<file path="src/common/tcs_pkg.sv">
// shared constants and types for the timer clock source block
package tcs_pkg;

	localparam int ADDR_W = 8;
	localparam int DATA_W = 32;
	localparam int NCHAN  = 3;
	localparam int NEXT   = 3;
	localparam int NPIN   = 4;

	// register byte offsets
	localparam logic [7:0] CSEL_BASE   = 8'h00;
	localparam logic [7:0] CSEL_STRIDE = 8'h40;
	localparam logic [7:0] XSEL_OFF    = 8'hC4;
	localparam logic [7:0] LSTAT_OFF   = 8'hD0;
	localparam logic [7:0] FEAT_OFF    = 8'hF8;
	localparam logic [7:0] VER_OFF     = 8'hFC;

	// field layout
	localparam int CSEL_W          = 3;
	localparam int XSEL_W          = 2;
	localparam int FEAT_WIDTH_LSB  = 0;
	localparam int FEAT_WIDTH_W    = 8;
	localparam int FEAT_UPDN_BIT   = 9 - 1;
	localparam int FEAT_BRIDGE_BIT = 9;
	localparam int VER_NUM_LSB     = 0;
	localparam int VER_NUM_W       = 12;
	localparam int VER_VAR_LSB     = 16;
	localparam int VER_VAR_W       = 4;
	localparam int LSTAT_EXT_LSB   = 0;
	localparam int LSTAT_SLOW_BIT  = 3;
	localparam int LSTAT_PIN_LSB   = 4;

	// reset and constant values
	localparam logic [CSEL_W-1:0]     CSEL_RST = 3'h0;
	localparam logic [2*NEXT-1:0]     XSEL_RST = 6'h00;
	localparam logic [DATA_W-1:0]     FEAT_RST = 32'h00000310;
	localparam logic [DATA_W-1:0]     RD_IDLE  = 32'h00000000;

	// clock figures: slow oscillator in kHz, core clock in MHz
	localparam int SLOW_KHZ = 32;
	localparam int CORE_MHZ = 100;
	localparam int SLOW_PERIOD_CYC = (CORE_MHZ * 1000) / SLOW_KHZ;

	// prescaler divisions for internal choices 2..5
	localparam int NDIV = 4;
	localparam int DIV_LOG2 [NDIV] = '{1, 3, 5, 7};

	typedef enum logic [CSEL_W-1:0] {
		TCS_SRC_SLOW  = 3'h0,
		TCS_SRC_DIV2  = 3'h1,
		TCS_SRC_DIV8  = 3'h2,
		TCS_SRC_DIV32 = 3'h3,
		TCS_SRC_DIV128 = 3'h4,
		TCS_SRC_EXT0  = 3'h5,
		TCS_SRC_EXT1  = 3'h6,
		TCS_SRC_EXT2  = 3'h7
	} tcs_src_e;

	typedef enum logic [XSEL_W-1:0] {
		TCS_XS_PIN   = 2'h0,
		TCS_XS_NONE  = 2'h1,
		TCS_XS_LINEA = 2'h2,
		TCS_XS_LINEB = 2'h3
	} tcs_xsel_e;

	typedef struct packed {
		logic              wr;
		logic              rd;
		logic [ADDR_W-1:0] addr;
		logic [DATA_W-1:0] wdata;
	} tcs_bus_req_s;

	// bit 0 slow oscillator, bits 3:1 external clock pins 0..2
	typedef struct packed {
		logic [NEXT-1:0] ext_pin;
		logic            slow_clk;
	} tcs_pins_s;

endpackage : tcs_pkg

</file>
<file path="src/core/tcs_prescaler.sv">
// free-running divider making the bus-clock tick choices
`timescale 1ns/10ps
module tcs_prescaler #(
	parameter int CNT_W = 7
) (
	input  wire logic                    core_clk,
	input  wire logic                    nrst,
	output logic [tcs_pkg::NDIV-1:0]     div_tick
);

	typedef struct packed {
		logic [CNT_W-1:0]         cnt;
		logic [tcs_pkg::NDIV-1:0] tick;
	} tcs_pre_s;

	tcs_pre_s state;
	tcs_pre_s next_state;

	if (CNT_W < tcs_pkg::DIV_LOG2[tcs_pkg::NDIV-1])
		$error("prescaler counter too narrow for largest division");

	function automatic logic low_ones(input logic [CNT_W-1:0] v,
		input int n);
		logic r;
		r = 1'b1;
		for (int i = 0; i < n; i++)
		begin
			r = r & v[i];
		end
		return r;
	endfunction : low_ones

	always_comb
	begin
		next_state     = state;
		next_state.cnt = state.cnt + CNT_W'(1);
		// tick once every 2**k cycles, a single cycle wide
		for (int d = 0; d < tcs_pkg::NDIV; d++)
		begin
			next_state.tick[d] = low_ones(state.cnt, tcs_pkg::DIV_LOG2[d]);
		end
	end

	always_ff @(posedge core_clk or negedge nrst)
	begin
		if (!nrst)
			state <= '0;
		else
			state <= next_state;
	end

	assign div_tick = state.tick;

endmodule : tcs_prescaler

</file>
<file path="src/core/tcs_clock_source.sv">
// per-channel counter clock selection and identification registers
//
// The address-and-strobe port was chosen for this implementation.
`timescale 1ns/10ps

// Function
// - each channel selects its clock independently
// - choice one is slow oscillator clock
// - choices two, three: bus clock /2, /8
// - choices four, five: bus clock /32, /128
// - channels may count external lines 0..2
// - line 0 select: pin, none, A1, A2
// - read-only features register, counter width field
// - features bit 8 flags up/down counting
// - features bit 9 flags bridge kind
// - features constant from reset onward
// - read-only version register, number and variant
module tcs_clock_source #(
	parameter logic [tcs_pkg::VER_NUM_W-1:0] VERSION_NUM = 12'h100,
	parameter logic [tcs_pkg::VER_VAR_W-1:0] VARIANT_NUM = 4'h0
) (
	input  wire logic                          core_clk,
	input  wire logic                          nrst,
	input  wire tcs_pkg::tcs_bus_req_s         bus_req,
	output logic [tcs_pkg::DATA_W-1:0]         rdata,
	input  wire tcs_pkg::tcs_pins_s            pins,
	input  wire logic [tcs_pkg::NCHAN-1:0]     chan_line_a,
	output logic [tcs_pkg::NEXT-1:0]           ext_line,
	output logic [tcs_pkg::NCHAN-1:0]          count_tick
);

	// VERSION_NUM and VARIANT_NUM defaults are arbitrary
	localparam int NP = tcs_pkg::NPIN;
	localparam int NC = tcs_pkg::NCHAN;
	localparam int NX = tcs_pkg::NEXT;
	// capability fields: 16-bit counter, up/down present, bridge flag set
	localparam logic [tcs_pkg::FEAT_WIDTH_W-1:0] CTR_BITS     = 8'h10;
	localparam logic                             UPDN_PRESENT = 1'b1;
	localparam logic                             BRIDGE_FLAG  = 1'b1;

	typedef enum logic [5:0] {
		TCS_REG_CHAN  = 6'h01,
		TCS_REG_XSEL  = 6'h02,
		TCS_REG_LSTAT = 6'h04,
		TCS_REG_FEAT  = 6'h08,
		TCS_REG_VER   = 6'h10,
		TCS_REG_NONE  = 6'h20
	} tcs_reg_e;

	typedef struct packed {
		logic [NP-1:0]                       sync1;
		logic [NP-1:0]                       sync2;
		logic [NP-1:0]                       sync3;
		logic [NP-1:0]                       level;
		logic                                slow_prev;
		logic [NC-1:0][tcs_pkg::CSEL_W-1:0]  csel;
		logic [2*NX-1:0]                     xsel;
		logic [NX-1:0]                       line;
		logic [NX-1:0]                       line_prev;
		logic [NC-1:0]                       tick;
		logic [tcs_pkg::DATA_W-1:0]          rdata;
	} tcs_state_s;

	tcs_state_s                 state;
	tcs_state_s                 next_state;
	logic [tcs_pkg::NDIV-1:0]   div_tick;

	if (VERSION_NUM == '0)
		$error("version number must not be zero");

	tcs_prescaler #(
		.CNT_W (tcs_pkg::DIV_LOG2[tcs_pkg::NDIV-1])
	) u_prescaler (
		.core_clk (core_clk),
		.nrst     (nrst),
		.div_tick (div_tick)
	);

	// which channel select register an address hits; NC on a miss
	function automatic int chan_index(input logic [tcs_pkg::ADDR_W-1:0] a);
		int r;
		r = NC;
		for (int i = 0; i < NC; i++)
		begin
			if (a == tcs_pkg::CSEL_BASE
				+ tcs_pkg::ADDR_W'(i) * tcs_pkg::CSEL_STRIDE)
				r = i;
		end
		return r;
	endfunction : chan_index

	// source of one external line from its 2-bit selection
	function automatic logic ext_pick(input logic [1:0] sel,
		input logic pin, input logic line_x, input logic line_y);
		logic r;
		r = 1'b0;
		case (tcs_pkg::tcs_xsel_e'(sel))
			tcs_pkg::TCS_XS_PIN:   r = pin;
			tcs_pkg::TCS_XS_NONE:  r = 1'b0;
			tcs_pkg::TCS_XS_LINEA: r = line_x;
			tcs_pkg::TCS_XS_LINEB: r = line_y;
			default:               r = 1'b0;
		endcase
		return r;
	endfunction : ext_pick

	function automatic logic rise(input logic now, input logic was);
		return now & ~was;
	endfunction : rise

	function automatic logic [tcs_pkg::DATA_W-1:0] version_word();
		logic [tcs_pkg::DATA_W-1:0] w;
		w = '0;
		w[tcs_pkg::VER_NUM_LSB +: tcs_pkg::VER_NUM_W] = VERSION_NUM;
		w[tcs_pkg::VER_VAR_LSB +: tcs_pkg::VER_VAR_W] = VARIANT_NUM;
		return w;
	endfunction : version_word

	// capability word from its fields, held against the fixed value
	function automatic logic [tcs_pkg::DATA_W-1:0] feat_word();
		logic [tcs_pkg::DATA_W-1:0] w;
		w = '0;
		w[tcs_pkg::FEAT_WIDTH_LSB +: tcs_pkg::FEAT_WIDTH_W] = CTR_BITS;
		w[tcs_pkg::FEAT_UPDN_BIT]   = UPDN_PRESENT;
		w[tcs_pkg::FEAT_BRIDGE_BIT] = BRIDGE_FLAG;
		return w;
	endfunction : feat_word

	function automatic logic [tcs_pkg::DATA_W-1:0] lstat_word(
		input logic [NX-1:0] line, input logic slow,
		input logic [NX-1:0] pin);
		logic [tcs_pkg::DATA_W-1:0] w;
		w = '0;
		w[tcs_pkg::LSTAT_EXT_LSB +: NX] = line;
		w[tcs_pkg::LSTAT_SLOW_BIT]      = slow;
		w[tcs_pkg::LSTAT_PIN_LSB +: NX] = pin;
		return w;
	endfunction : lstat_word

	// one decoder shared by the read and write paths
	function automatic tcs_reg_e reg_decode(
		input logic [tcs_pkg::ADDR_W-1:0] a);
		tcs_reg_e r;
		if (chan_index(a) < NC)
			r = TCS_REG_CHAN;
		else if (a == tcs_pkg::XSEL_OFF)
			r = TCS_REG_XSEL;
		else if (a == tcs_pkg::LSTAT_OFF)
			r = TCS_REG_LSTAT;
		else if (a == tcs_pkg::FEAT_OFF)
			r = TCS_REG_FEAT;
		else if (a == tcs_pkg::VER_OFF)
			r = TCS_REG_VER;
		else
			r = TCS_REG_NONE;
		return r;
	endfunction : reg_decode

	// divisions must stay the bus-clock choices the channels expect
	if ((1 << tcs_pkg::DIV_LOG2[0]) != 2)
		$error("first division must be two");
	if ((1 << tcs_pkg::DIV_LOG2[1]) != 8)
		$error("second division must be eight");
	if ((1 << tcs_pkg::DIV_LOG2[2]) != 32)
		$error("third division must be thirty-two");
	if ((1 << tcs_pkg::DIV_LOG2[3]) != 128)
		$error("fourth division must be one hundred twenty-eight");
	if ((1 << tcs_pkg::CSEL_W) < 5 + NX)
		$error("select field too narrow for all sources");
	if (NP != NX + 1)
		$error("pin bundle must carry slow clock and external pins");
	if (2 * NX > tcs_pkg::DATA_W)
		$error("external select fields exceed data width");
	if (tcs_pkg::CSEL_BASE + (NC - 1) * tcs_pkg::CSEL_STRIDE
		>= tcs_pkg::XSEL_OFF)
		$error("channel selects overlap block registers");
	if (tcs_pkg::LSTAT_SLOW_BIT < tcs_pkg::LSTAT_EXT_LSB + NX)
		$error("slow level bit overlaps line bits");
	if (tcs_pkg::LSTAT_PIN_LSB + NX > tcs_pkg::DATA_W)
		$error("pin level field beyond data width");
	if (tcs_pkg::FEAT_UPDN_BIT < tcs_pkg::FEAT_WIDTH_LSB
		+ tcs_pkg::FEAT_WIDTH_W)
		$error("up/down flag overlaps width field");
	if (feat_word() != tcs_pkg::FEAT_RST)
		$error("capability fields disagree with fixed word");
	if (tcs_pkg::VER_NUM_LSB + tcs_pkg::VER_NUM_W > tcs_pkg::VER_VAR_LSB)
		$error("version number overlaps variant field");
	if (tcs_pkg::VER_VAR_LSB + tcs_pkg::VER_VAR_W > tcs_pkg::DATA_W)
		$error("variant field beyond data width");

	logic [NX-1:0]          pin_level;
	logic                   slow_rise;
	logic [NX-1:0]          line_rise;
	logic [NX-1:0]          next_line;
	logic [7:0]             src_tick;
	int                     widx;
	int                     ridx;
	tcs_reg_e               rsel;
	logic [tcs_pkg::DATA_W-1:0] rd_word;

	always_comb
	begin
		pin_level = state.level[NP-1:1];
		slow_rise = rise(state.level[0], state.slow_prev);
		for (int k = 0; k < NX; k++)
		begin
			line_rise[k] = rise(state.line[k], state.line_prev[k]);
		end
	end

	// external line selection, same table shape for each line
	always_comb
	begin
		// line 0: pin 0, none, channel 1 A, channel 2 A
		next_line[0] = ext_pick(state.xsel[1:0], pin_level[0],
			chan_line_a[1], chan_line_a[2]);
		next_line[1] = ext_pick(state.xsel[3:2], pin_level[1],
			chan_line_a[0], chan_line_a[2]);
		next_line[2] = ext_pick(state.xsel[5:4], pin_level[2],
			chan_line_a[0], chan_line_a[1]);
	end

	always_comb
	begin
		src_tick[tcs_pkg::TCS_SRC_SLOW]   = slow_rise;
		// bus clock divided by 2 and 8
		src_tick[tcs_pkg::TCS_SRC_DIV2]   = div_tick[0];
		src_tick[tcs_pkg::TCS_SRC_DIV8]   = div_tick[1];
		// bus clock divided by 32 and 128
		src_tick[tcs_pkg::TCS_SRC_DIV32]  = div_tick[2];
		src_tick[tcs_pkg::TCS_SRC_DIV128] = div_tick[3];
		src_tick[tcs_pkg::TCS_SRC_EXT0]   = line_rise[0];
		src_tick[tcs_pkg::TCS_SRC_EXT1]   = line_rise[1];
		src_tick[tcs_pkg::TCS_SRC_EXT2]   = line_rise[2];
	end

	always_comb
	begin
		widx = chan_index(bus_req.addr);
		ridx = widx;
		rsel = reg_decode(bus_req.addr);
		rd_word = tcs_pkg::RD_IDLE;
		if (rsel == TCS_REG_CHAN && ridx < NC)
		begin
			rd_word[tcs_pkg::CSEL_W-1:0] = state.csel[ridx];
		end
		else if (rsel == TCS_REG_XSEL)
		begin
			rd_word[2*NX-1:0] = state.xsel;
		end
		else if (rsel == TCS_REG_LSTAT)
		begin
			rd_word = lstat_word(state.line, state.level[0], pin_level);
		end
		else if (rsel == TCS_REG_FEAT)
		begin
			rd_word = tcs_pkg::FEAT_RST;
		end
		else if (rsel == TCS_REG_VER)
		begin
			rd_word = version_word();
		end
		else
		begin
			rd_word = tcs_pkg::RD_IDLE;
		end
	end

	always_comb
	begin
		next_state = state;

		// three stages; only agreeing stages 2 and 3 update the level
		next_state.sync1 = pins;
		next_state.sync2 = state.sync1;
		next_state.sync3 = state.sync2;
		for (int p = 0; p < NP; p++)
		begin
			if (state.sync2[p] == state.sync3[p])
				next_state.level[p] = state.sync3[p];
		end
		next_state.slow_prev = state.level[0];

		// external lines registered, edges taken on the copy
		next_state.line      = next_line;
		next_state.line_prev = state.line;

		// each channel looks only at its own select
		for (int c = 0; c < NC; c++)
		begin
			next_state.tick[c] = src_tick[state.csel[c]];
		end

		// features, version and unmapped writes fall through
		if (bus_req.wr)
		begin
			if (rsel == TCS_REG_CHAN && widx < NC)
			begin
				next_state.csel[widx] = bus_req.wdata[tcs_pkg::CSEL_W-1:0];
			end
			else if (rsel == TCS_REG_XSEL)
			begin
				next_state.xsel = bus_req.wdata[2*NX-1:0];
			end
		end

		// read data stands only in the cycle after the strobe
		if (bus_req.rd)
			next_state.rdata = rd_word;
		else
			next_state.rdata = tcs_pkg::RD_IDLE;
	end

	always_ff @(posedge core_clk or negedge nrst)
	begin
		if (!nrst)
		begin
			state      <= '0;
			state.csel <= {NC{tcs_pkg::CSEL_RST}};
			state.xsel <= tcs_pkg::XSEL_RST;
		end
		else
		begin
			state <= next_state;
		end
	end

	assign rdata      = state.rdata;
	assign ext_line   = state.line;
	assign count_tick = state.tick;

endmodule : tcs_clock_source

</file>
<file path="config.mk">
export PLATFORM = sky130hd
export DESIGN_NAME = tcs_clock_source
export DESIGN_NICKNAME = d
export VERILOG_FILES = /design/src/common/tcs_pkg.sv /design/src/core/tcs_prescaler.sv /design/src/core/tcs_clock_source.sv
export SDC_FILE = /design/constraint.sdc
export NUM_CORES = 1
export LEC_CHECK = 0
export ABC_CLOCK_PERIOD_IN_PS = 4800
export BUFFER_PORTS_ARGS = -buffer_cell sky130_fd_sc_hd__buf_2
export CORE_MARGIN = 2
export CORE_UTILIZATION = 40
export CTS_CLUSTER_DIAMETER = 50
export DETAILED_ROUTE_END_ITERATION = 10
export PLACE_DENSITY = 0.72
export SLEW_MARGIN = 25
export SYNTH_ARGS = -nofsm -noshare
export SYNTH_HDL_FRONTEND = slang
export SYNTH_SLANG_ARGS = --single-unit
export TNS_END_PERCENT = 50
</file>
<file path="constraint.sdc">
create_clock -name core_clk -period 4.8 [get_ports core_clk]
set_clock_uncertainty 0.2 [all_clocks]
set_input_delay 1.44 -clock core_clk [delete_from_list [all_inputs] [get_ports core_clk]]
set_output_delay 1.44 -clock core_clk [all_outputs]
set_load 0.01 [all_outputs]
</file>
-- After elaboration in Yosys (flattened, before gate mapping)
Index checks and enable logic that the tools add are counted.
- $add $sub $neg: 1
- order comparisons: 6
- equal/unequal tests: 24
- mux-type cells: 31
- bitwise logic cells: 15
- reductions and logical operators: 8
- operators by type and width (cell ; count):
    two-way mux 32 bit ; 4
    == test 8 bit (second input constant) ; 5
    two-way mux 6 bit ; 6
    greater-or-equal comparator 32 x 1 -> 1 bit (second input constant) ; 1
    < comparator 32 x 3 -> 1 bit (second input constant) ; 1
    < comparator 32 x 4 -> 1 bit (second input constant) ; 1
    two-way mux 29 bit ; 1
    two-way mux 26 bit ; 1
    == test 2 bit (second input constant) ; 6
    < comparator 3 x 4 -> 1 bit (second input constant) ; 3
    two-way mux 3 bit ; 4
    one-hot mux 1 bit (4 select lines) ; 3
    AND 1 bit ; 10
    binary-select mux 1 bit (select 3 bit) ; 3
    bitwise mux 9 bit ; 1
    two-way mux 9 bit ; 1
    == test 8 x 7 -> 1 bit (second input constant) ; 1
    zero test 8 bit ; 1
    adder 7 x 1 -> 7 bit (second input constant) ; 1
    binary-select mux 3 bit (select 2 bit) ; 1
    demux 3 bit (select 2 bit) ; 1
    == test 2 x 1 -> 1 bit (second input constant) ; 3
    == test 6 x 1 -> 1 bit (second input constant) ; 1
    == test 6 x 2 -> 1 bit (second input constant) ; 1
    11 further kinds ; 24
- register bits after elaboration: 84
- input port bits: 51
- output and inout port bits: 38
- logic and storage cells: 103

-- Depth between registers and ports, before layout
Gate-level depths: netlist (run 1).
- depth after elaboration: 13
- gate-level depth with buffers: 5
- gate-level depth less buffers: 4

-- Modules after synthesis
Synthesis (run 1) repeated with hierarchy kept, for this count alone.
- cell total of the unflattened synthesis: 219
- area total of the unflattened synthesis: 2831.5 µm²
- modules (own cells, without submodules) (module ; times used ; cells each ; area each (µm²) ; sequential area each (µm²)):
    tcs_clock_source ; 1 ; 190 ; 2414.8 ; 1251.2
    tcs_prescaler ; 1 ; 29 ; 416.6 ; 275.3

-- Least setup slack after synthesis (run 1)
Ideal clock, no wire load.
- path kind: input-to-reg
- start: in bus_req[35] (netlist name)
- end: reg state[50] (netlist name)
- setup time: 125 ps
- arrival time: 2423 ps
- data required time: 4475 ps
- slack: 2052 ps
- stages: 3
- path buffers: 0
- cells stage by stage: nor4_4 > nand4_1 > mux2_2
- word-level cells in the longest chain between the ends: 9
- elaborated cells between the ends (all ways): 25
- those cells by class: 3 x order compare; 7 x eq/ne; 11 x mux; 4 x reduce/logical
- RTL lines (what ; RTL line ; RTL):
    from (decl) ; tcs_clock_source.sv:24 ; input wire tcs_pkg::tcs_bus_req_s bus_req,
    zero test 8 bit / == test 8 bit (equally long branches) ; tcs_clock_source.sv:85, tcs_clock_source.sv:152 ;
    two-way mux 2 bit / two-way mux 6 bit (equally long branches) ; tcs_clock_source.sv:85, tcs_clock_source.sv:152 ;
    two-way mux 2 bit / two-way mux 6 bit (equally long branches) ; tcs_clock_source.sv:85, tcs_clock_source.sv:150 ;
    two-way mux 32 bit / two-way mux 6 bit (equally long branches) ; tcs_clock_source.sv:85, tcs_clock_source.sv:148 ;
    < comparator 32 x 3 -> 1 bit, or another cell as far along ; tcs_clock_source.sv:297 ; if (rsel == TCS_REG_CHAN && widx < NC)
    two-way mux 6 bit / logical AND 1 bit (equally long branches) ; tcs_clock_source.sv:144, tcs_clock_source.sv:299 ;
    == test 6 x 1 -> 1 bit / two-way mux 3 bit (equally long branches) ; tcs_clock_source.sv:297, tcs_clock_source.sv:299 ;
    logical AND 1 bit / demux 3 bit (select 2 bit) (equally long branches) ; tcs_clock_source.sv:297, tcs_clock_source.sv:299 ;
    AND reduction 2 bit (no source line) / bitwise mux 9 bit (equally long branches) ; -- ;
    to (signal assigned) ; tcs_clock_source.sv:324 ; state <= next_state;
    to (decl) ; tcs_clock_source.sv:64 ; tcs_state_s state;
Several ways; a longest one is shown, not always the timed one.
A chain may end at the register's enable or synchronous reset.

-- Final worst setup path (run 1)
Ends and elaborated chain as after synthesis.

==> results of run 1 <==
worst max-delay path by stage:
stage	endpoint	cells past startpoint
floorplan	state[50]	3
detailed placement	state[50]	4
global route	state[52]	4
global placement	state[50]	4
finish	state[50]	4
CTS	state[50]	4
critical path, cell delays in order:
cell and delay, ns:
buf_2 0.12, nor4_4 0.55, nand4_1 0.34, mux2_2 0.36
flip-flops by register name, indices dropped and copies added, names as in the netlist:
| signal | count |
|---|---|
| state | 23 |
| next_state | 9 |
| rdata | 9 |
| u_prescaler.state | 6 |
| u_prescaler.div_tick | 4 |
| count_tick | 3 |
| ext_line | 3 |
| pin_level | 3 |
| u_prescaler.next_state | 1 |
final cells by class:
class	instances	area (um2)
fill	625	3711
sequential	61	1526
multi-input combinational	127	977.2
timing repair buffer	40	205.2
clock buffer	14	172.7
tap	80	100.1
inverter	5	18.77
clock inverter	1	5.005
antenna	1	2.502
cell usage in the layout (no fill, tap or decap), types with 2 or more instances in the layout:
master,count
a21boi_0,3
a22o_1,4
a22oi_1,2
and3_1,3
buf_2,38
buf_4,2
clkbuf_1,2
clkbuf_8,12
conb_1,23
dfrtp_1,61
ha_1,2
inv_1,5
maj3_1,4
mux2_2,21
mux2i_1,2
mux4_2,6
nand2_1,9
nand3_1,5
nand4_1,4
nor2_1,10
nor2b_1,8
nor3_1,3
o2111ai_1,2
o21ai_0,5
xnor2_1,2
xor2_1,2
logic make-up after synthesis:
logic type,after synthesis
other,1
XOR/XNOR,4
AO/OA/AOI/OAI,20
multiplexers,29
AND/OR/NAND/NOR,45
buffers and inverters,47
flip-flops,61
adder cells (fa/ha/maj),6
where the power goes:
group          internal [mW]  switching (mW)  total [mW]
clock network          0.226           0.178       0.404
logic                 0.0395          0.0513      0.0908
registers              0.539          0.0169       0.556
total                  0.805           0.246        1.05
through the flow:
stage / setup slack, ns / utilization / hold slack (ns) / cell area [um2] / std cells
detailed placement: 1.664 / 0.4205 / 0.1347 / 2825 / 313
global route: 1.950 / 0.4473 / 0.1541 / 3005 / 328
CTS: 2.022 / 0.4469 / 0.1495 / 3003 / 328
floorplan: 2.052 / - / 0.1312 / 2824 / 235
finish: 2.006 / 0.4477 / 0.1469 / 3008 / 329
global placement: 1.671 / 0.4205 / 0.1327 / 2825 / 313
metal layers:
metal,wire length [um],GRT usage,vias up
met2,2098,0.2047,63
li1,-,-,753
met4,82,0.05256,0
met3,366,0.07048,10
met1,1885,0.1576,766
met5,0,0,-
==> run metrics, run 1 <==
hold path startpoint=next_state[67]; final setup vio count=0; post-layout min period=2.794 ns; DRC=0; Hold Crit Endpoint=next_state[63]; Clk pin slew, worst setup/hold paths=0.06 ns; HPWL Detailed=3330 um; largest net degree at the start of global routing=45; worst path arrival time=2.81 ns; Post-CTS Setup Inserts=0; Startpoint Class=primary input; largest family of logic cells by synthesized area=multiplexers; Post-DRT Antenna Nets=0; first-pass GRT wire length=7452 um; R2R cell count=3; Max H-tree Level=3; multiplexer share of the synthesized area=0.1429; Peak Freq=357.9 MHz; Post-Synth Adder-Cell Area=0.02373; share of layout cells above drive strength 1=0.3306; RD Place Congestion=0.8302; Die X=86.79 um; post-synthesis xor/xnor area fraction=0.01278; CTS Buf Count=9; I/O Pins=89; Critical Path RT=4.82 ns; crit path kind=in2reg; post-synthesis simple-gate area fraction=0.09356; post-synth top area share=0.5568; DR vias=1,592; CTS tree=done; Clk Latency, worst-skew pair=0.34 ns; CORE AREA=6719 um2; Nets=297; EDFF count, synth=0; initial antenna violation count=0; max_slew headroom=0.5918; Worst Path Max Fanout=9; Compound-Gate Fraction of Synth Area=0.05203; # hold bufs at CTS=0; Avg Inst Size Synth=12.87 um2; synthesized flop and latch total=61; Worst R2R Start=ext_line[1]; Crit. End Element=flop; PostCTS Resize Cnt=0; Post-synth top flop=dfrtp_1; Slew @ Worst Pin=0.6110 ns; total chip power=1.052 mW; Yosys cell types=32; Warnings, synthesis=0; Worst VDD drop=0.0001567 V; Area contributors post-synth=dfrtp_1 (56%), buf_4 (10%), mux2_2 (8.6%); # clock sinks=61; DRT Pass-1 Iters=4; top post-synthesis cells by count=dfrtp_1 (61), buf_4 (38), mux2_2 (21); pwr dens=349.7 nW/um2; register area share after synthesis=0.5568; die area=7532 um2; Clk Tree Root Cell=clkbuf_8; Post-Syn Area=2741 um2; count leader, synth=dfrtp_1; Max-Cap Viols=0; vias in the first global route=1,550; Mapped Cells=213; status=complete, no violations; setup TNS=0 ns; GRT overflow=0; Layout area overhead=9.721%; Tightest Hold Check Type=reg2reg; Synth area leader=dfrtp_1; row count=30; Slew Viols, Final=0; Leak=1.450 nW; Port Buf Inserts=39; average routed wire per standard cell=13.47 um; critical path startpoint=bus_req[35]; RR Endpoint=count_tick[0]; r2r setup slk=3.16 ns; buffer levels on the longest clock path=2; final WL=4433 um; GRT Total Usage=0.1334; asr flop ratio synth=1.000; Worst Hold Depth=0; Tcrit/Tclk final=0.5821; hold violation total from the final report=0; Die Y=86.79 um; Via density=4.839; unrepaired setup endpoints after global routing=no; 1st-iter DRT viols=49; initial core utilization=0.4080
No activity file was read; power rests on OpenSTA's default activity.
==> run 2, diff against run 1 <==
--- a/config.mk
+++ b/config.mk
@@ -5,13 +5,14 @@
 export SDC_FILE = /design/constraint.sdc
 export NUM_CORES = 1
 export LEC_CHECK = 0
-export ABC_CLOCK_PERIOD_IN_PS = 4800
+export ABC_AREA = 1
+export ABC_CLOCK_PERIOD_IN_PS = 2300
 export BUFFER_PORTS_ARGS = -buffer_cell sky130_fd_sc_hd__buf_2
 export CORE_MARGIN = 2
 export CORE_UTILIZATION = 40
 export CTS_CLUSTER_DIAMETER = 50
 export DETAILED_ROUTE_END_ITERATION = 10
-export PLACE_DENSITY = 0.72
+export PLACE_DENSITY = 0.74
 export SLEW_MARGIN = 25
 export SYNTH_ARGS = -nofsm -noshare
 export SYNTH_HDL_FRONTEND = slang
==> constraint.sdc (replaced) <==
create_clock -name core_clk -period 2.3 [get_ports core_clk]
set_clock_uncertainty 0.2 [all_clocks]
set_input_delay 0.69 -clock core_clk [delete_from_list [all_inputs] [get_ports core_clk]]
set_output_delay 0.69 -clock core_clk [all_outputs]
set_load 0.01 [all_outputs]
==> run 2 against run 1 <==
Global-route usage up 1.5 points. Sequential share of layout area down 3.6 points. Critical path depth down 3. Worst hold slack better by 0.0016 ns. Routed wire length up 17%. Non-clock buffer count up 1. Clock-buffer cell count down 4. Final area up 7.6%. Synthesized cell count up 46%. Combinational power up 120%.
==> run metrics, run 2 <==
status=complete, no violations; DRT Pass-1 Iters=4 (unchanged); Port Buf Inserts=39 (unchanged); CP bufs+invs=1 (unchanged); RD Place Congestion=0.8409 (+1.3%); Yosys cell types=31 (-3.1%); post-layout min period=1.820 ns; DP Area=3022 um2 (+7.0%); final setup vio count=0 (unchanged); Warnings, synthesis=0 (unchanged); Max H-tree Level=3 (unchanged); Nets=397 (+34%); crit path kind=reg2out; die area=7958 um2 (+5.7%); post-synth top area share=0.5256 (-0.03119); GR met1 Demand/Resource=0.2036 (+0.04595); initial core utilization=0.4069 (-0.001100); Clk pin slew, worst setup/hold paths=0.07 ns (about the same); worst path arrival time=0.93 ns (-1.88 ns); Slew Viols, Final=0 (unchanged); final WL=5196 um (+17%); Clk Tree Root Cell=clkbuf_8; average routed wire per standard cell=11.60 um (-14%); crit path cell chain=buf_2; NetSw=588.7 uW (+140%); Post-CTS Setup Inserts=0 (unchanged); I/O Pins=89 (unchanged); Seq pwr share=0.486 (-0.043); buffer levels on the longest clock path=2 (unchanged); switch share=0.2458 (+0.01144); Tcrit/Tclk final=0.7912; largest net degree at the start of global routing=62 (+38%); cell family with most CP delay=flip-flops; PostCTS Resize Cnt=0 (unchanged); Avg Inst Size Synth=9.308 um2 (-28%); GRT Total Usage=0.1484 (+0.01500); Critical Path RT=1.41 ns (-3.41 ns); WHS=0.1485 ns (+0.001626 ns); pwr dens=740.1 nW/um2 (+110%); Slowest-stage cell, CP=dfrtp_1; post-route cell area=3237 um2 (+7.6%); vias in the first global route=1,856 (+20%); Post-DRT Antenna Nets=0 (unchanged); # clock sinks=61 (unchanged); Post-synth top flop=dfrtp_1; critical path startpoint=ext_line[1]; # hold bufs at CTS=0 (unchanged); filler instances=698 (+12%); CTS tree=done; CTS Buf Count=9 (unchanged); initial antenna violation count=0 (unchanged); r2r setup slk=0.93 ns (-2.23 ns); Top reg by flops=state; met3 Usage GRT=0.05817 (-0.01230); leading cell type in the layout, fill and taps excluded=dfrtp_1; Worst Path Max Fanout=4 (-5); Area contributors post-synth=dfrtp_1 (53%), buf_4 (10%), nand2_1 (5.3%); setup TNS=0 ns (unchanged); internal power=1.807 mW (+120%); global routing usage on met2=0.2101 (+0.005382); hold violation total from the final report=0 (unchanged); GRT overflow=0 (unchanged); slowest stage delay, CP=0.43 ns (-0.12 ns); register area share after synthesis=0.5256 (-0.03119); 1st-iter DRT viols=127 (+160%); Max-Cap Viols=0 (unchanged); count leader, synth=dfrtp_1; RR Endpoint=u_prescaler.div_tick[3]; combinational power share=0.084 (-0.002); R2R cell count=5 (+2); Post-Syn Area=2904 um2 (+5.9%); layer with the highest usage=met2; Die Y=89.21 um (+2.8%); Peak Freq=549.5 MHz; CORE AREA=7137 um2 (+6.2%); HPWL Detailed=3919 um (+18%); Die X=89.21 um (+2.8%); Crit. End Element=primary output; share of layout cells above drive strength 1=0.2034 (-0.1272); Worst R2R Start=u_prescaler.next_state[0]; DR vias=1,982 (+24%); synthesized flop and latch total=61 (unchanged); max reg flops=23 (unchanged); Synth area leader=dfrtp_1; Startpoint Class=flop; Mapped Cells=312 (+46%); Worst VDD drop=0.0003651 V (+130%); Layout area overhead=11.46%; Clock Power Share=0.430 (+0.045); most frequent cells in the layout=dfrtp_1 (61), nand2_1 (41), buf_2 (39); DRC=0 (unchanged); Via density=4.424 (-8.6%); unrepaired setup endpoints after global routing=no; # diodes=0 (-1); Tightest Hold Check Type=in2async; Leak=1.631 nW (+12%); top post-synthesis cells by count=dfrtp_1 (61), nand2_1 (41), buf_4 (39); row count=31 (+3.3%); Clk Latency, worst-skew pair=0.34 ns (about the same); EDFF count, synth=0 (unchanged); asr flop ratio synth=1.000 (unchanged); first-pass GRT wire length=8790 um (+18%)
[run 2: cells by family after synthesis]
logic type | count (synthesis) | share of synthesized area
xor gates and xnor gates | 4 | 0.01207
DFF | 61 | 0.5256
buffers and inverters | 81 | 0.1577
and+or+nand+nor | 106 | 0.1805
adders and majority gates | 6 | 0.02240
other | 1 | 0.001291
AOI/OAI and AO/OA | 53 | 0.1004
[run 2: power groups by stage]
stage | registers [mW] | logic (mW) | clock network, mW
2_1_floorplan | 1.17 | 0.165 | 0
3_3_place_gp | 1.18 | 0.200 | 0
3_5_place_dp | 1.18 | 0.203 | 0
4_1_cts | 1.16 | 0.204 | 1.06
5_1_grt | 1.17 | 0.230 | 1.11
6_report | 1.16 | 0.200 | 1.03
[run 2: how the worst max path moves through the flow]
stage                       end  slack (ns)  cells past startpoint
CTS                 ext_line[1]        0.46                      1
detailed placement    state[44]        0.26                      8
floorplan             state[47]        0.59                      6
global route          state[48]        0.41                      7
global placement      state[44]        0.30                      8
finish              ext_line[1]        0.48                      1
[run 2: cell type report]
type                            instances  area, um2  share of cell area
Inverter                               39      146.4             0.04523
Sequential cell                        61       1526              0.4716
Clock buffer                           10      127.6             0.03943
Tap cell                               99      123.9             0.03827
Multi-Input combinational cell        192       1002              0.3096
Timing Repair Buffer                   41      222.7             0.06881
Clock inverter                          6      87.58             0.02706
[run 2: routing by layer]
| metal | wire [um] | share of wire |
|---|---|---|
| met5 | 0 | 0 |
| met1 | 2443 | 0.47 |
| met2 | 2239 | 0.43 |
| met3 | 429 | 0.083 |
| met4 | 84 | 0.016 |
[run 2: through the flow]
stage                     cells  power, mW  worst slack (ns)    util
after floorplan             334      1.335            0.5873       -
after global placement      432      1.381            0.2972  0.4234
after detailed placement    432      1.387            0.2616  0.4234
after CTS                   448      2.428            0.4600  0.4535
after global routing        448      2.510            0.4108  0.4535
final                       448      2.396            0.4803  0.4535
==> run 3, diff against run 2 <==
--- a/config.mk
+++ b/config.mk
@@ -6,7 +6,7 @@
 export NUM_CORES = 1
 export LEC_CHECK = 0
 export ABC_AREA = 1
-export ABC_CLOCK_PERIOD_IN_PS = 2300
+export ABC_CLOCK_PERIOD_IN_PS = 1550
 export BUFFER_PORTS_ARGS = -buffer_cell sky130_fd_sc_hd__buf_2
 export CORE_MARGIN = 2
 export CORE_UTILIZATION = 40
==> constraint.sdc (replaced) <==
create_clock -name core_clk -period 1.55 [get_ports core_clk]
set_clock_uncertainty 0.2 [all_clocks]
set_input_delay 0.465 -clock core_clk [delete_from_list [all_inputs] [get_ports core_clk]]
set_output_delay 0.465 -clock core_clk [all_outputs]
set_load 0.01 [all_outputs]
==> run 3 against run 2 <==
Worst setup slack worse by 0.47 ns. Sequential power up 48%. Flip-flop and latch count stayed put. Power rose by 38%. Sequential share of layout area fell by 2.3 points. Register-to-register slack got worse by 0.85 ns. Final area is 5.2% higher. Clock-buffer cell count is 1 higher. Via count is 7.9% higher. Combinational power grew 75%. Critical path type unchanged. Die area is the same. Non-clock buffer count is 24 higher.
==> run metrics, run 3 (synthesized netlist as in run 2, its figures left out) <==
area occupied by multi-input gates=1007 um2 (+0.50%); total chip power=3.301 mW (+38%); RD Place Congestion=0.8428 (+0.23%); CTS tree=done; max reg flops=23 (unchanged); Critical Path RT=0.88 ns (-0.53 ns); Clk Tree Root Cell=clkbuf_8; DRT Pass-1 Iters=4 (unchanged); pwr dens=969.6 nW/um2 (+31%); row count=31 (unchanged); initial antenna violation count=0 (unchanged); initial core utilization=0.4069 (unchanged); Nets=421 (+6.0%); # clock sinks=61 (unchanged); unrepaired setup endpoints after global routing=yes; Via density=4.530 (+2.4%); I/O Pins=89 (unchanged); Leak=1.724 nW (+5.7%); HPWL Detailed=4319 um (+10%); pre-CTS setup slack=-0.2425 ns (-0.5041 ns); FF/Latch Area=1526 um2 (unchanged); Worst VDD drop=0.0006682 V (+83%); Layout area overhead=17.23%; Slowest-stage cell, CP=dfrtp_1; Startpoint Class=flop; # diodes=0 (unchanged); Post-DRT Antenna Nets=0 (unchanged); Die Y=89.21 um (unchanged); CORE AREA=7137 um2 (unchanged); Clk Latency, worst-skew pair=0.34 ns (about the same); GRT overflow=0 (unchanged); Crit. End Element=primary output; setup TNS=0 ns (unchanged); CTS Buf Count=9 (unchanged); most frequent cells in the layout=dfrtp_1 (61), nand2_1 (41), buf_2 (39); status=complete, no violations; DR vias=2,138 (+7.9%); Slew Viols, Final=0 (unchanged); slowest stage delay, CP=0.39 ns (-0.04 ns); Top reg by flops=state; Tcrit/Tclk final=0.9935; leading cell type in the layout, fill and taps excluded=dfrtp_1; Max-Cap Viols=0 (unchanged); Worst Path Max Fanout=2 (-2); first-pass GRT wire length=9087 um (+3.4%); crit path kind=reg2out; final setup vio count=0 (unchanged); placed insts=449 (+3.9%); CP bufs+invs=1 (unchanged); buffer levels on the longest clock path=2 (unchanged); worst path arrival time=0.87 ns (-0.06 ns); GRT Total Usage=0.1551 (+0.006707); post-layout min period=1.540 ns; non-filler instance count after layout=472 (+5.4%); Port Buf Inserts=39 (unchanged); vias in the first global route=1,939 (+4.5%); average routed wire per standard cell=11.56 um (-0.30%); Peak Freq=649.4 MHz; filler instances=687 (-1.6%); Clk pin slew, worst setup/hold paths=0.07 ns (about the same); crit path cell chain=buf_2; Max H-tree Level=3 (unchanged); die area=7958 um2 (unchanged); cell family with most CP delay=flip-flops; DRC=0 (unchanged); final worst slack=0.01000 ns (-0.4703 ns); Die X=89.21 um (unchanged); Tightest Hold Check Type=in2reg; largest net degree at the start of global routing=31 (-50%); hold violation total from the final report=0 (unchanged); 1st-iter DRT viols=88 (-31%); share of layout cells above drive strength 1=0.2493 (+0.04589); final WL=5458 um (+5.0%)
-- run 3: layout make-up --
class,instances,area share
sequential,61,0.4484
multi-input combinational,192,0.2958
timing repair buffer,65,0.1242
inverter,39,0.04300
clock buffer,11,0.04153
tap,99,0.03638
clock inverter,5,0.01066
-- run 3: per-layer routing --
| metal | vias to the layer above | global-route usage | part of all wire |
|---|---|---|---|
| met1 | 1013 | 0.1837 | 0.43 |
| li1 | 1055 | - | - |
| met2 | 63 | 0.2512 | 0.47 |
| met5 | - | 0 | 0 |
| met4 | 0 | 0.04885 | 0.014 |
| met3 | 7 | 0.07295 | 0.080 |
-- run 3: final timing paths --
| check | from | endpoint | slack [ns] | cells past startpoint |
|---|---|---|---|---|
| setup / recovery | ext_line[1] | ext_line[1] | 0.01 | 1 |
| hold / removal | pins[2] | next_state[67] | 0.03 | 1 |
| setup reg to reg | ext_line[1] | count_tick[2] | 0.08 | 7 |
| hold reg to reg | next_state[66] | next_state[62] | 0.15 | 0 |
| max in group asynchronous | nrst | rdata[1] | 0.31 | 3 |
| min in group asynchronous | nrst | next_state[65] | 0.36 | 2 |
-- run 3: power by group --
group / switching [mW] / internal, mW
clock: 0.608 / 0.622
combinational: 0.208 / 0.141
sequential: 0.0491 / 1.67
total: 0.865 / 2.44
-- run 3: timing repair --
action                                  in CTS  in global routing
endpoints found under the hold margin       11                  2
endpoints found under the setup margin       3                  5
hold buffers                                 1                  2
buffers inserted                             1                  3
resized for setup                            0                  1
-- run 3: per-stage QoR --
stage            util  hold WS (ns)  cell area [um2]
3_5_place_dp   0.4430        0.1372             3162
6_report       0.4770       0.03027             3405
4_1_cts        0.4704      0.008171             3357
3_3_place_gp   0.4430        0.1328             3162
5_1_grt        0.4770      0.003508             3405
2_1_floorplan       -      -0.03059             2987
